==> src/inc/lin_sync_params.svh <==
/*
  Constants for the LIN slave header synchroniser: field positions,
  reset values and timing figures.
  Assumes a 25 MHz core clock; included by bare name.
*/
`ifndef LIN_SYNC_PARAMS_SVH
`define LIN_SYNC_PARAMS_SVH
`define CLK_HZ          25000000
`define LPOSC_HZ        131000
`define SYNC_HZ         5000000
`define BRK_CMP_RST     12'h047
`define EDGE_CFG_RST    8'h32
`define STOP_MSB        7
`define STOP_LSB        4
`define START_MSB       3
`define START_LSB       0
`define RESET_TIME_US   15
`define RESET_CYC       ((`RESET_TIME_US * `CLK_HZ) / 1000000)
`define LP_DIV          (`CLK_HZ / `LPOSC_HZ)
`define SYNC_DIV        (`CLK_HZ / `SYNC_HZ)
`define RST_DONE_BIT    5
`define FLG_BRK         0
`define FLG_STOP        1
`define FLG_BERR        4
`define FLG_FAULT       6
`endif

==> src/inc/lin_sync_pkg.sv <==
/*
  Types for the LIN slave header synchroniser.
  Assumes lin_sync_params.svh is compiled alongside.
*/
package lin_sync_pkg;
  typedef enum logic [4:0] {
    ST_IDLE  = 5'h01,
    ST_BREAK = 5'h02,
    ST_WAIT  = 5'h04,
    ST_SYNC  = 5'h08,
    ST_DONE  = 5'h10
  } hdr_state_t;

  typedef struct packed {
    logic       enable;
    logic       clearEdges;
    logic       stopIrqEn;
    logic       breakIrqEn;
    logic       gateRx;
  } sync_ctrl_t;
endpackage

==> src/rtl/lin_slave_header_sync.sv <==
/*
  LIN slave header front end: break timing and compare, sync byte
  timing by falling-edge count, UART gating, pin readback and drive,
  short flag. Assumes linIn already synchronous to clk; the UART and
  divisor registers sit outside and take the sync timer value.
*/
`timescale 1ns/100ps
`include "lin_sync_params.svh"

module lin_slave_header_sync (
  input  wire logic                     clk,
  input  wire logic                     reset_n,
  input  wire logic                     linIn,
  input  wire logic                     linShort,
  input  wire lin_sync_pkg::sync_ctrl_t syncCtrl,
  input  wire logic                     syncReset,
  input  wire logic                     edgeCfgWr,
  input  wire logic [7:0]               edgeCfgData,
  input  wire logic                     breakCmpWr,
  input  wire logic [11:0]              breakCmpData,
  input  wire logic                     breakTimerRd,
  input  wire logic                     flagsRd,
  input  wire logic                     port1UartSel,
  input  wire logic                     port2GpioSel,
  input  wire logic                     port2DriveVal,
  input  wire logic                     driverEnable,
  input  wire logic                     shortProtDis,
  input  wire logic                     uartTxd,
  input  wire logic                     uartTxdIn,
  output logic                          linOut,
  output logic                          linOe,
  output logic                          uartRxd,
  output logic                          gpioTxd,
  output logic                          gpioRxdOut,
  output logic [15:0]                   syncTimer,
  output logic [11:0]                   breakTimer,
  output logic [7:0]                    edgeCfg,
  output logic [7:0]                    syncFlags,
  output logic                          syncIrq,
  output logic                          linLevel,
  output logic                          shortFlag,
  output logic                          headerDone
);
  lin_sync_pkg::hdr_state_t state_r;
  lin_sync_pkg::hdr_state_t state_nxt;
  logic        linPrev_r;
  logic [11:0] brkCmp_r;
  logic [7:0]  lpDiv_r;
  logic [2:0]  syDiv_r;
  logic [3:0]  edges_r;
  logic [9:0]  rstCnt_r;
  logic        rstBusy_r;
  logic        brkHit_r;
  logic        gateHold_r;
  logic        driverEnPrev_r;

  // Event decode and tick generation
  wire fallEdge  = linPrev_r & ~linIn;
  wire riseEdge  = ~linPrev_r & linIn;
  wire lpTick    = (lpDiv_r == 8'(`LP_DIV - 1));
  wire syTick    = (syDiv_r == 3'(`SYNC_DIV - 1));
  wire active    = syncCtrl.enable & ~rstBusy_r;
  wire edgeClr   = syncCtrl.clearEdges | rstBusy_r;
  wire [3:0] stopEdge  = edgeCfg[`STOP_MSB:`STOP_LSB];
  wire [3:0] startEdge = edgeCfg[`START_MSB:`START_LSB];
  wire [3:0] edgesNext = edges_r + 4'h1;
  // Break edge is edge one; timer runs from start edge to stop edge
  wire syncStart = fallEdge & (edgesNext == startEdge);
  wire stopHit   = fallEdge & (edgesNext == stopEdge);
  wire brkCmpHit = lpTick & (breakTimer == brkCmp_r)
                   & (state_r == lin_sync_pkg::ST_BREAK);
  wire brkOvf    = lpTick & (breakTimer == 12'hfff)
                   & ~linIn;
  wire ev_brk    = brkCmpHit & ~brkHit_r;
  wire ev_stop   = active & stopHit
                   & (state_r == lin_sync_pkg::ST_SYNC);
  wire ev_berr   = active & brkOvf;
  wire short_set = linShort & ~shortProtDis;
  wire drvRise   = driverEnable & ~driverEnPrev_r;

  // Header sequencer; a break restarts the frame only from ST_IDLE or ST_DONE
  always_comb begin
    state_nxt = state_r;
    case (state_r)
      lin_sync_pkg::ST_IDLE:  if (active & fallEdge)
                                state_nxt = lin_sync_pkg::ST_BREAK;
      lin_sync_pkg::ST_BREAK: if (riseEdge)
                                state_nxt = brkHit_r ?
                                  lin_sync_pkg::ST_WAIT :
                                  lin_sync_pkg::ST_IDLE;
      lin_sync_pkg::ST_WAIT:  if (syncStart)
                                state_nxt = lin_sync_pkg::ST_SYNC;
      lin_sync_pkg::ST_SYNC:  if (stopHit)
                                state_nxt = lin_sync_pkg::ST_DONE;
      lin_sync_pkg::ST_DONE:  if (fallEdge)
                                state_nxt = lin_sync_pkg::ST_BREAK;
      default:                state_nxt = lin_sync_pkg::ST_IDLE;
    endcase
    if (!active)
      state_nxt = lin_sync_pkg::ST_IDLE;
  end

  // Sequencer state, pin history, prescalers
  always_ff @(posedge clk) begin
    if (!reset_n) begin
      state_r        <= lin_sync_pkg::ST_IDLE;
      linPrev_r      <= 1'b1;
      lpDiv_r        <= 8'h00;
      syDiv_r        <= 3'h0;
      driverEnPrev_r <= 1'b0;
    end else begin
      state_r        <= state_nxt;
      linPrev_r      <= linIn;
      lpDiv_r        <= lpTick ? 8'h00 : lpDiv_r + 8'h01;
      syDiv_r        <= syTick ? 3'h0 : syDiv_r + 3'h1;
      driverEnPrev_r <= driverEnable;
    end
  end

  // Break timer: cleared by any falling edge or by a read
  always_ff @(posedge clk) begin
    if (!reset_n || rstBusy_r) begin
      breakTimer <= 12'h000;
      brkHit_r   <= 1'b0;
    end else begin
      if (fallEdge | breakTimerRd)
        breakTimer <= 12'h000;
      else if (lpTick & ~linIn & (breakTimer != 12'hfff))
        breakTimer <= breakTimer + 12'h001;
      if (fallEdge & (state_r != lin_sync_pkg::ST_BREAK))
        brkHit_r <= 1'b0;
      else if (brkCmpHit)
        brkHit_r <= 1'b1;
    end
  end

  // Compare and edge configuration, reset values per header
  always_ff @(posedge clk) begin
    if (!reset_n) begin
      brkCmp_r <= `BRK_CMP_RST;
      edgeCfg  <= `EDGE_CFG_RST;
    end else begin
      if (breakCmpWr)
        brkCmp_r <= breakCmpData;
      if (edgeCfgWr)
        edgeCfg <= edgeCfgData;
    end
  end

  // Edge counter and sync timer; timer freezes at the stop edge
  always_ff @(posedge clk) begin
    if (!reset_n || edgeClr) begin
      edges_r   <= 4'h0;
      syncTimer <= 16'h0000;
    end else begin
      if (fallEdge && state_r == lin_sync_pkg::ST_IDLE && active)
        edges_r <= 4'h1;
      else if (fallEdge && state_r != lin_sync_pkg::ST_DONE)
        edges_r <= edgesNext;
      if (fallEdge && state_r == lin_sync_pkg::ST_DONE)
        edges_r <= 4'h1;
      if (syncStart && state_r == lin_sync_pkg::ST_WAIT)
        syncTimer <= 16'h0000;
      else if (syTick && state_r == lin_sync_pkg::ST_SYNC)
        syncTimer <= syncTimer + 16'h0001;
    end
  end

  // Soft reset of the sync logic; busy for about 15 us
  always_ff @(posedge clk) begin
    if (!reset_n) begin
      rstCnt_r  <= 10'h000;
      rstBusy_r <= 1'b0;
    end else if (syncReset) begin
      rstCnt_r  <= 10'(`RESET_CYC);
      rstBusy_r <= 1'b1;
    end else if (rstCnt_r != 10'h000) begin
      rstCnt_r <= rstCnt_r - 10'h001;
    end else begin
      rstBusy_r <= 1'b0;
    end
  end

  // Sticky break, stop and error flags, live fault and reset-done bits; a same-cycle event beats the read clear
  always_ff @(posedge clk) begin
    if (!reset_n) begin
      syncFlags <= 8'h00;
      syncIrq   <= 1'b0;
    end else begin
      if (flagsRd)
        syncFlags <= 8'h00;
      if (ev_brk)
        syncFlags[`FLG_BRK] <= 1'b1;
      if (ev_stop)
        syncFlags[`FLG_STOP] <= 1'b1;
      if (ev_berr)
        syncFlags[`FLG_BERR] <= 1'b1;
      syncFlags[`FLG_FAULT] <= ~linIn & (breakTimer == 12'hfff);
      syncFlags[`RST_DONE_BIT] <= ~rstBusy_r & ~syncReset;
      syncIrq <= (ev_brk & syncCtrl.breakIrqEn)
                 | (ev_stop & syncCtrl.stopIrqEn) | ev_berr
                 | (syncIrq & ~flagsRd);
    end
  end

  // Receive gate holds until the bus is high after the stop edge
  always_ff @(posedge clk) begin
    if (!reset_n) begin
      gateHold_r <= 1'b1;
      headerDone <= 1'b0;
      uartRxd    <= 1'b1;
    end else begin
      if (state_r != lin_sync_pkg::ST_DONE)
        gateHold_r <= 1'b1;
      else if (linIn)
        gateHold_r <= 1'b0;
      headerDone <= (state_r == lin_sync_pkg::ST_DONE)
                    & ~gateHold_r;
      // Identifier and data bytes reach the UART only through this path
      uartRxd <= (syncCtrl.gateRx & gateHold_r) ? 1'b1 :
                 (port1UartSel ? uartTxdIn : linIn);
    end
  end

  // Pin drive, routing, readback and short flag
  always_ff @(posedge clk) begin
    if (!reset_n) begin
      linOut     <= 1'b1;
      linOe      <= 1'b0;
      gpioTxd    <= 1'b1;
      gpioRxdOut <= 1'b1;
      linLevel   <= 1'b1;
      shortFlag  <= 1'b0;
    end else begin
      linOut  <= port2GpioSel ? port2DriveVal : uartTxd;
      linOe   <= driverEnable & ~shortFlag
                 & (port2GpioSel | ~port1UartSel);
      gpioTxd <= port1UartSel ? uartTxd : 1'b1;
      gpioRxdOut <= port1UartSel ? linIn : 1'b1;
      linLevel   <= linIn;
      if (short_set)
        shortFlag <= 1'b1;
      else if (drvRise)
        shortFlag <= 1'b0;
    end
  end
endmodule // lin_slave_header_sync

==> config.mk <==
export PLATFORM = sky130hd
export DESIGN_NAME = lin_slave_header_sync
export DESIGN_NICKNAME = d
export VERILOG_FILES = /design/src/inc/lin_sync_pkg.sv /design/src/rtl/lin_slave_header_sync.sv
export VERILOG_INCLUDE_DIRS = /design/src /design/src/inc
export SDC_FILE = /design/constraint.sdc
export NUM_CORES = 1
export LEC_CHECK = 0
export ABC_CLOCK_PERIOD_IN_PS = 4300
export BUFFER_PORTS_ARGS = -buffer_cell sky130_fd_sc_hd__clkbuf_2
export CORE_UTILIZATION = 40
export CTS_CLUSTER_DIAMETER = 100
export DETAILED_ROUTE_END_ITERATION = 12
export PLACE_DENSITY = 0.63
export SYNTH_ARGS = -nofsm -noshare
export SYNTH_HDL_FRONTEND = slang
export SYNTH_SLANG_ARGS = --single-unit
==> constraint.sdc <==
create_clock -name clk -period 4.3 [get_ports clk]
set_input_delay 0.86 -clock clk [delete_from_list [all_inputs] [get_ports clk]]
set_output_delay 0.86 -clock clk [all_outputs]
set_load 0.02 [all_outputs]
# [After elaboration in Yosys (flattened, before gate mapping)]
# Cells that the tools add are included.
[op_classes] reduce_logical=28 n_mul=0 div=0 eq_ne=20 n_bitwise=46 order_cmp=0 n_mux=22 shifts=0 n_addsub=6
[op_table] op="5-bit two-way mux" count=6
[op_table] op="1-bit AND" count=28
[op_table] op="5-bit case mux with 5 select lines" count=1
[op_table] op="9-bit two-way mux" count=2
[op_table] op="16-bit by 1-bit adder with 16-bit output (second input constant)" count=1
[op_table] op="2-bit OR reduction" count=8
[op_table] op="12-bit by 1-bit adder with 12-bit output (second input constant)" count=1
[op_table] op="12-bit equality test" count=1
[op_table] op="12-bit equality test (second input constant)" count=1
[op_table] op="1-bit two-way mux" count=12
[op_table] op="12-bit != test (second input constant)" count=1
[op_table] op="2-bit != test (second input constant)" count=6
[op_table] op="1-bit NOT" count=12
[op_table] op="10-bit nonzero test" count=1
[op_table] op="2-bit nonzero test" count=5
[op_table] op="10-bit by 1-bit subtractor with 10-bit output (second input constant)" count=1
[op_table] op="8-bit by 1-bit adder with 8-bit output (second input constant)" count=1
[op_table] op="4-bit equality test" count=2
[op_table] op="8-bit equality test (second input constant)" count=1
[op_table] op="1-bit logical AND" count=6
[op_table] op="1-bit bitwise OR" count=6
[op_table] op="5-bit by 1-bit equality test with 1-bit output (second input constant)" count=1
[op_table] op="5-bit by 2-bit equality test with 1-bit output (second input constant)" count=1
[op_table] op="5-bit by 3-bit equality test with 1-bit output (second input constant)" count=1
[op_table] op="14 further kinds" count=16
[word_totals] n_memories=0 input_bits=41 mem_bits_rw=0 output_inout_bits=53 regBits=96 latch_bits=0 wordCells=150 romBits=0

# [Depth between registers and ports, before layout]
[depth] depth_word=9 mapped_depth=8 ltp_nobuf=7

# [Worst setup path after synthesis]
# OpenSTA, ideal clock, no wires.
[synth_timing] path_kind="register to register" from="register breakTimer[0]" to="register breakTimer[1]" stages_incl_launch_ff=8 arrival_ps=1897 setup_slack_ps=2275 setup_ps=128 required_ps=4172 n_path_buf=1 synth_period_minus_slack_ps=2025 path_cell_list="dfxtp_1 -> ha_1 -> nand3_1 -> or4_1 -> clkbuf_1 -> nand2_1 -> mux2i_1 -> nor2_1"
[synth_via] elab_chain_len=2 word_cells_on_any_way=3 classes_between="1 x add/sub; 1 x eq/ne; 1 x bitwise"
[synth_rtl] element="from (decl)" line_no="lin_slave_header_sync.sv:36" text="output logic [11:0] breakTimer,"
[synth_rtl] element="from (signal assigned)" line_no="lin_slave_header_sync.sv:129" text="breakTimer <= breakTimer + 12'h001;"
[synth_rtl] element="branches (longest 2 deep; another with 12-bit by 1-bit adder with 12-bit output)"
# Parallel ways; which one is timed is not known.
# A chain may end at the register's enable or synchronous reset.

# [Worst setup path in the final report]
[layout_timing] from="input reset_n" to="register syncTimer[9]"
[layout_via] elab_chain_len=3
[layout_rtl] element="from (decl)" line_no="lin_slave_header_sync.sv:12" text="input wire logic reset_n,"
[layout_rtl] element="1-bit logical NOT"
[layout_rtl] element="1-bit logical OR" line_no="lin_slave_header_sync.sv:152" text="if (!reset_n || edgeClr) begin"
[layout_rtl] element="2-bit OR reduction (no source line)"
[layout_rtl] element="to (signal assigned)" line_no="lin_slave_header_sync.sv:165" text="syncTimer <= syncTimer + 16'h0001;"
[layout_rtl] element="to (decl)" line_no="lin_slave_header_sync.sv:35" text="output logic [15:0] syncTimer,"
# Every way passes these cells.

==> results by group <==
Run status
  – Outcome: finished, final reports clean

Cells and area
  – Number of diodes added for antenna fixing: 0
  – Post-route cell area: 5240 sq um
  – Fill cells: 1060
  – Final design utilization: 48.1%
  – Layout Cells excl Fill: approximately 720
  – Final Net Count: 620
  – Fraction of final layout cells sized beyond drive strength 1: 20.9%
  – Area overhead of the layout relative to synthesis: 17.1%

Place
  – Post-placement cell area: 5010 sq um
  – Final HPWL from detailed placement: 7110 um
  – Count of port buffers added during placement: 90
  – Final RePlAce weighted congestion: 0.846
  – Placed Cells incl. Taps: approximately 700
  – Pre-CTS setup slack: 1.75 ns

Logic synthesis
  – Total of warnings raised by yosys: 0
  – Seq cells post-synth: 96
  – Top FF cell, synth: dfxtp_1
  – Post-synthesis average cell area: 9.23 sq um
  – Yosys cell types: 54
  – Post-Synthesis Cells: ~490
  – Share of the yosys chip area belonging to registers: 43.0%
  – Netlist area before placement: 4470 sq um
  – Post-synth EDFFs: 0
  – Post-synthesis async set-or-reset flop share: 0%

STA
  – Largest clock skew in the final design: 0.00821 ns
  – Headroom to the max-slew limit: 39.4%
  – Post-layout minimum cycle time: about 2.1 ns
  – Unrepaired setup endpoints after global routing: no
  – Setup Viol. Count Final: 0
  – Actual slew at the worst max-slew pin: a little over 0.9 ns
  – Number of max-slew violations in the final report: 0
  – Period utilisation layout: 49.8%
  – FMAX: 467 MHz
  – Setup total negative slack: 0 ns
  – Count of endpoints failing hold in the final timing report: 0
  – Final WS setup: roughly 2.2 ns

Setup path
  – Worst setup path category: in -> reg
  – Highest-delay cell along the critical path: clkbuf_2
  – Setup slack of the worst register-to-register path: 2.22 ns
  – Req. time, crit path: 4.59 ns
  – Cells along the critical path: clkbuf_2 -> nand2b_1 -> nor2_1 -> nand2_1 -> nor2_1
  – Arrival time reported for the critical path endpoint: 2.43 ns
  – Delay of the slowest cell on the worst path: 0.67 ns
  – CP endpoint kind: flop
  – Max Fanout on Critical Path: around 50
  – CP Launch Type: primary input
  – Delay-heaviest family, CP: simple AND/OR/NAND/NOR gates
  – Most frequent cell on the critical path: nor2_1
  – Count of buffering cells on the critical path with inverters included: 1

Detailed routing
  – Number of optimization iterations in the first detailed-route pass: 4
  – ANT nets after route: 0
  – Routed vias: 3616
  – Drt wl/cell: around 13 um
  – Vias/cell: ~5.1
  – Detailed Route Iter0 Violations: 106
  – Remaining routing DRC violations: 0
  – Final WL: 9520 um

Global routing
  – Vias in the first global route: around 3400
  – Residual overflow from global routing: 0
  – Global-route wire length before repair: 15700 um
  – Fraction of met1 tracks used by global routing: 21.2%
  – All-layer global routing usage: about 17%
  – Largest net degree at the start of global routing: 50
  – Met2 track utilization from global routing: 29.4%
  – Antenna violations before repair: 0
  – Met3 track utilization from global routing: 3.63%
  – Busiest grt layer: met2

Clock network
  – Post-CTS setup repair buffer count: 0
  – CTS-repair resized insts: 0
  – Clock slew at the register clock pins of the worst setup and hold paths: roughly 0.1 ns
  – Num Clock Sinks: 96
  – Depth of the CTS H-tree: 3
  – Clock tree from TritonCTS: built
  – Clock tree root driver cell: clkbuf_8
  – CTS Buf Count: 9
  – Maximum count of clock buffers along a single path: 2
  – Clock latency reported for the late side of the worst-skew pair: 0.35 ns
  – Count of hold buffers inserted by post-cts repair: 0

Pwr
  – Internal: 1.34 mW
  – Portion of total power attributed to sequential cells: 53.4%
  – Switching fraction of total power: 24.2%
  – Power density over the cells: 337 nW/um^2
  – Comb pwr share: 9.2%
  – NetSw: ~430 uW
  – Static leakage: ~2.2 nW
  – Worst vdd rail ir drop: 0.238 mV
  – Share of power burned in the clock network: 37.4%

Floorplan
  – Core Region: 10900 sq um
  – Y dimension of the die: 108 um
  – Number of rows in the core area: 38
  – Boundary Pins: 94
  – Effective utilization at floorplan: 41.1%
  – Total Die Area: 11600 sq um
  – DIE WIDTH: roughly 110 um

Run
  – Count of maximum capacitance violations: 0

Min path
  – Worst min-delay path category: reg -> reg
logic make-up after synthesis:
family	Yosys count	synth area share, %
simple gates	222	26.7
flops	96	43.0
xor+xnor	62	12.8
compound gates	38	5.82
buf+inv	30	3.10
mux	27	6.04
fa+ha+maj	9	2.52
other cells	1	0.0838
stage by stage:
step | total power [mW] | hold slack [ns]
3_5_place_dp | 1.13 | 0.435
2_1_floorplan | 1.08 | 0.414
6_report | 1.77 | 0.445
3_3_place_gp | 1.12 | 0.431
5_1_grt | 1.85 | 0.472
4_1_cts | 1.79 | 0.450
final cells by class:
type / count / area, sq um / share of cell area [%]
Tap cell: 140 / 175 / 3.34
Timing Repair Buffer: 90 / 450 / 8.59
Multi-Input combinational cell: 361 / 2420 / 46.2
Clock buffer: 10 / 138 / 2.63
Sequential cell: 96 / 1920 / 36.7
Clock inverter: 6 / 90.1 / 1.72
Inverter: 12 / 45.0 / 0.859
cell usage after synthesis, types with 3 or more instances:
library cell   n  area share [%]
nand3_1       25             2.8
clkbuf_1      12             1.0
nand4b_1       3            0.59
xnor2_1       18             3.5
nor2b_1       23             3.2
nand2b_1       8             1.1
and3_1        14             2.0
nor3b_1        3            0.50
inv_1         12             1.0
o21a_1         6             1.0
nand4_1       15             2.1
nor3_2         3            0.67
nor2_1        64             5.4
buf_4          3            0.50
nand2_1       26             2.2
nor3_1         6            0.67
nor4_1         6            0.84
and2_1         5            0.70
mux2i_1       27             6.0
a32oi_1        3            0.59
o21ai_0        9             1.0
dfxtp_1       96              43
ha_1           9             2.5
a21oi_1        6            0.67
xor2_1        42             8.2
power by group through the flow:
stage / registers [mW] / clock network (mW) / logic, mW
2_1_floorplan: 0.968 / 0 / 0.107
3_3_place_gp: 0.963 / 0 / 0.160
3_5_place_dp: 0.964 / 0 / 0.164
4_1_cts: 0.944 / 0.682 / 0.165
5_1_grt: 0.947 / 0.722 / 0.182
6_report: 0.943 / 0.660 / 0.162
per-layer routing:
layer / part of all wire (%) / up-vias / wire [um]
met5: 0 / - / 0
met4: 1.4 / 0 / 129
met3: 4.0 / 10 / 378
met2: 48 / 80 / 4610
met1: 46 / 1699 / 4400
li1: - / 1827 / -
cells in the final DEF, fill, tap and decap left out, types with 8 or more instances in the layout:
cell type and count:
and3_1 14, clkbuf_8 10, nand4_1 15, inv_1 12, nor2b_1 23, nor2_1 64, xor2_1 42, nand3_1 25
o21ai_0 9, ha_1 9, nand2b_1 8, xnor2_1 18, dfxtp_1 96, mux2i_1 27, nand2_1 26, clkbuf_2 90
registers in the layout (all words and copies together) (netlist names), 3 cells and up:
| signal | count |
|---|---|
| syncTimer | 16 |
| breakTimer | 12 |
| brkCmp_r | 12 |
| rstCnt_r | 10 |
| edgeCfg | 8 |
| lpDiv_r | 8 |
| state_r | 5 |
| syncFlags | 5 |
| edges_r | 4 |
| syDiv_r | 3 |
worst paths after layout:
kind / cells after the start / end / startpoint
worst max-delay path: 5 / syncTimer[9]$_SDFFE_PP0P_ / reset_n
worst min register to register: 1 / linOe$_SDFF_PN0_ / shortFlag$_SDFFE_PN0P_
worst max register to register: 6 / breakTimer[1]$_SDFFE_PP0P_ / breakTimer[0]$_SDFFE_PP0P_
worst min-delay path: 1 / linOe$_SDFF_PN0_ / shortFlag$_SDFFE_PN0P_
(Power assumes the default switching activity.)
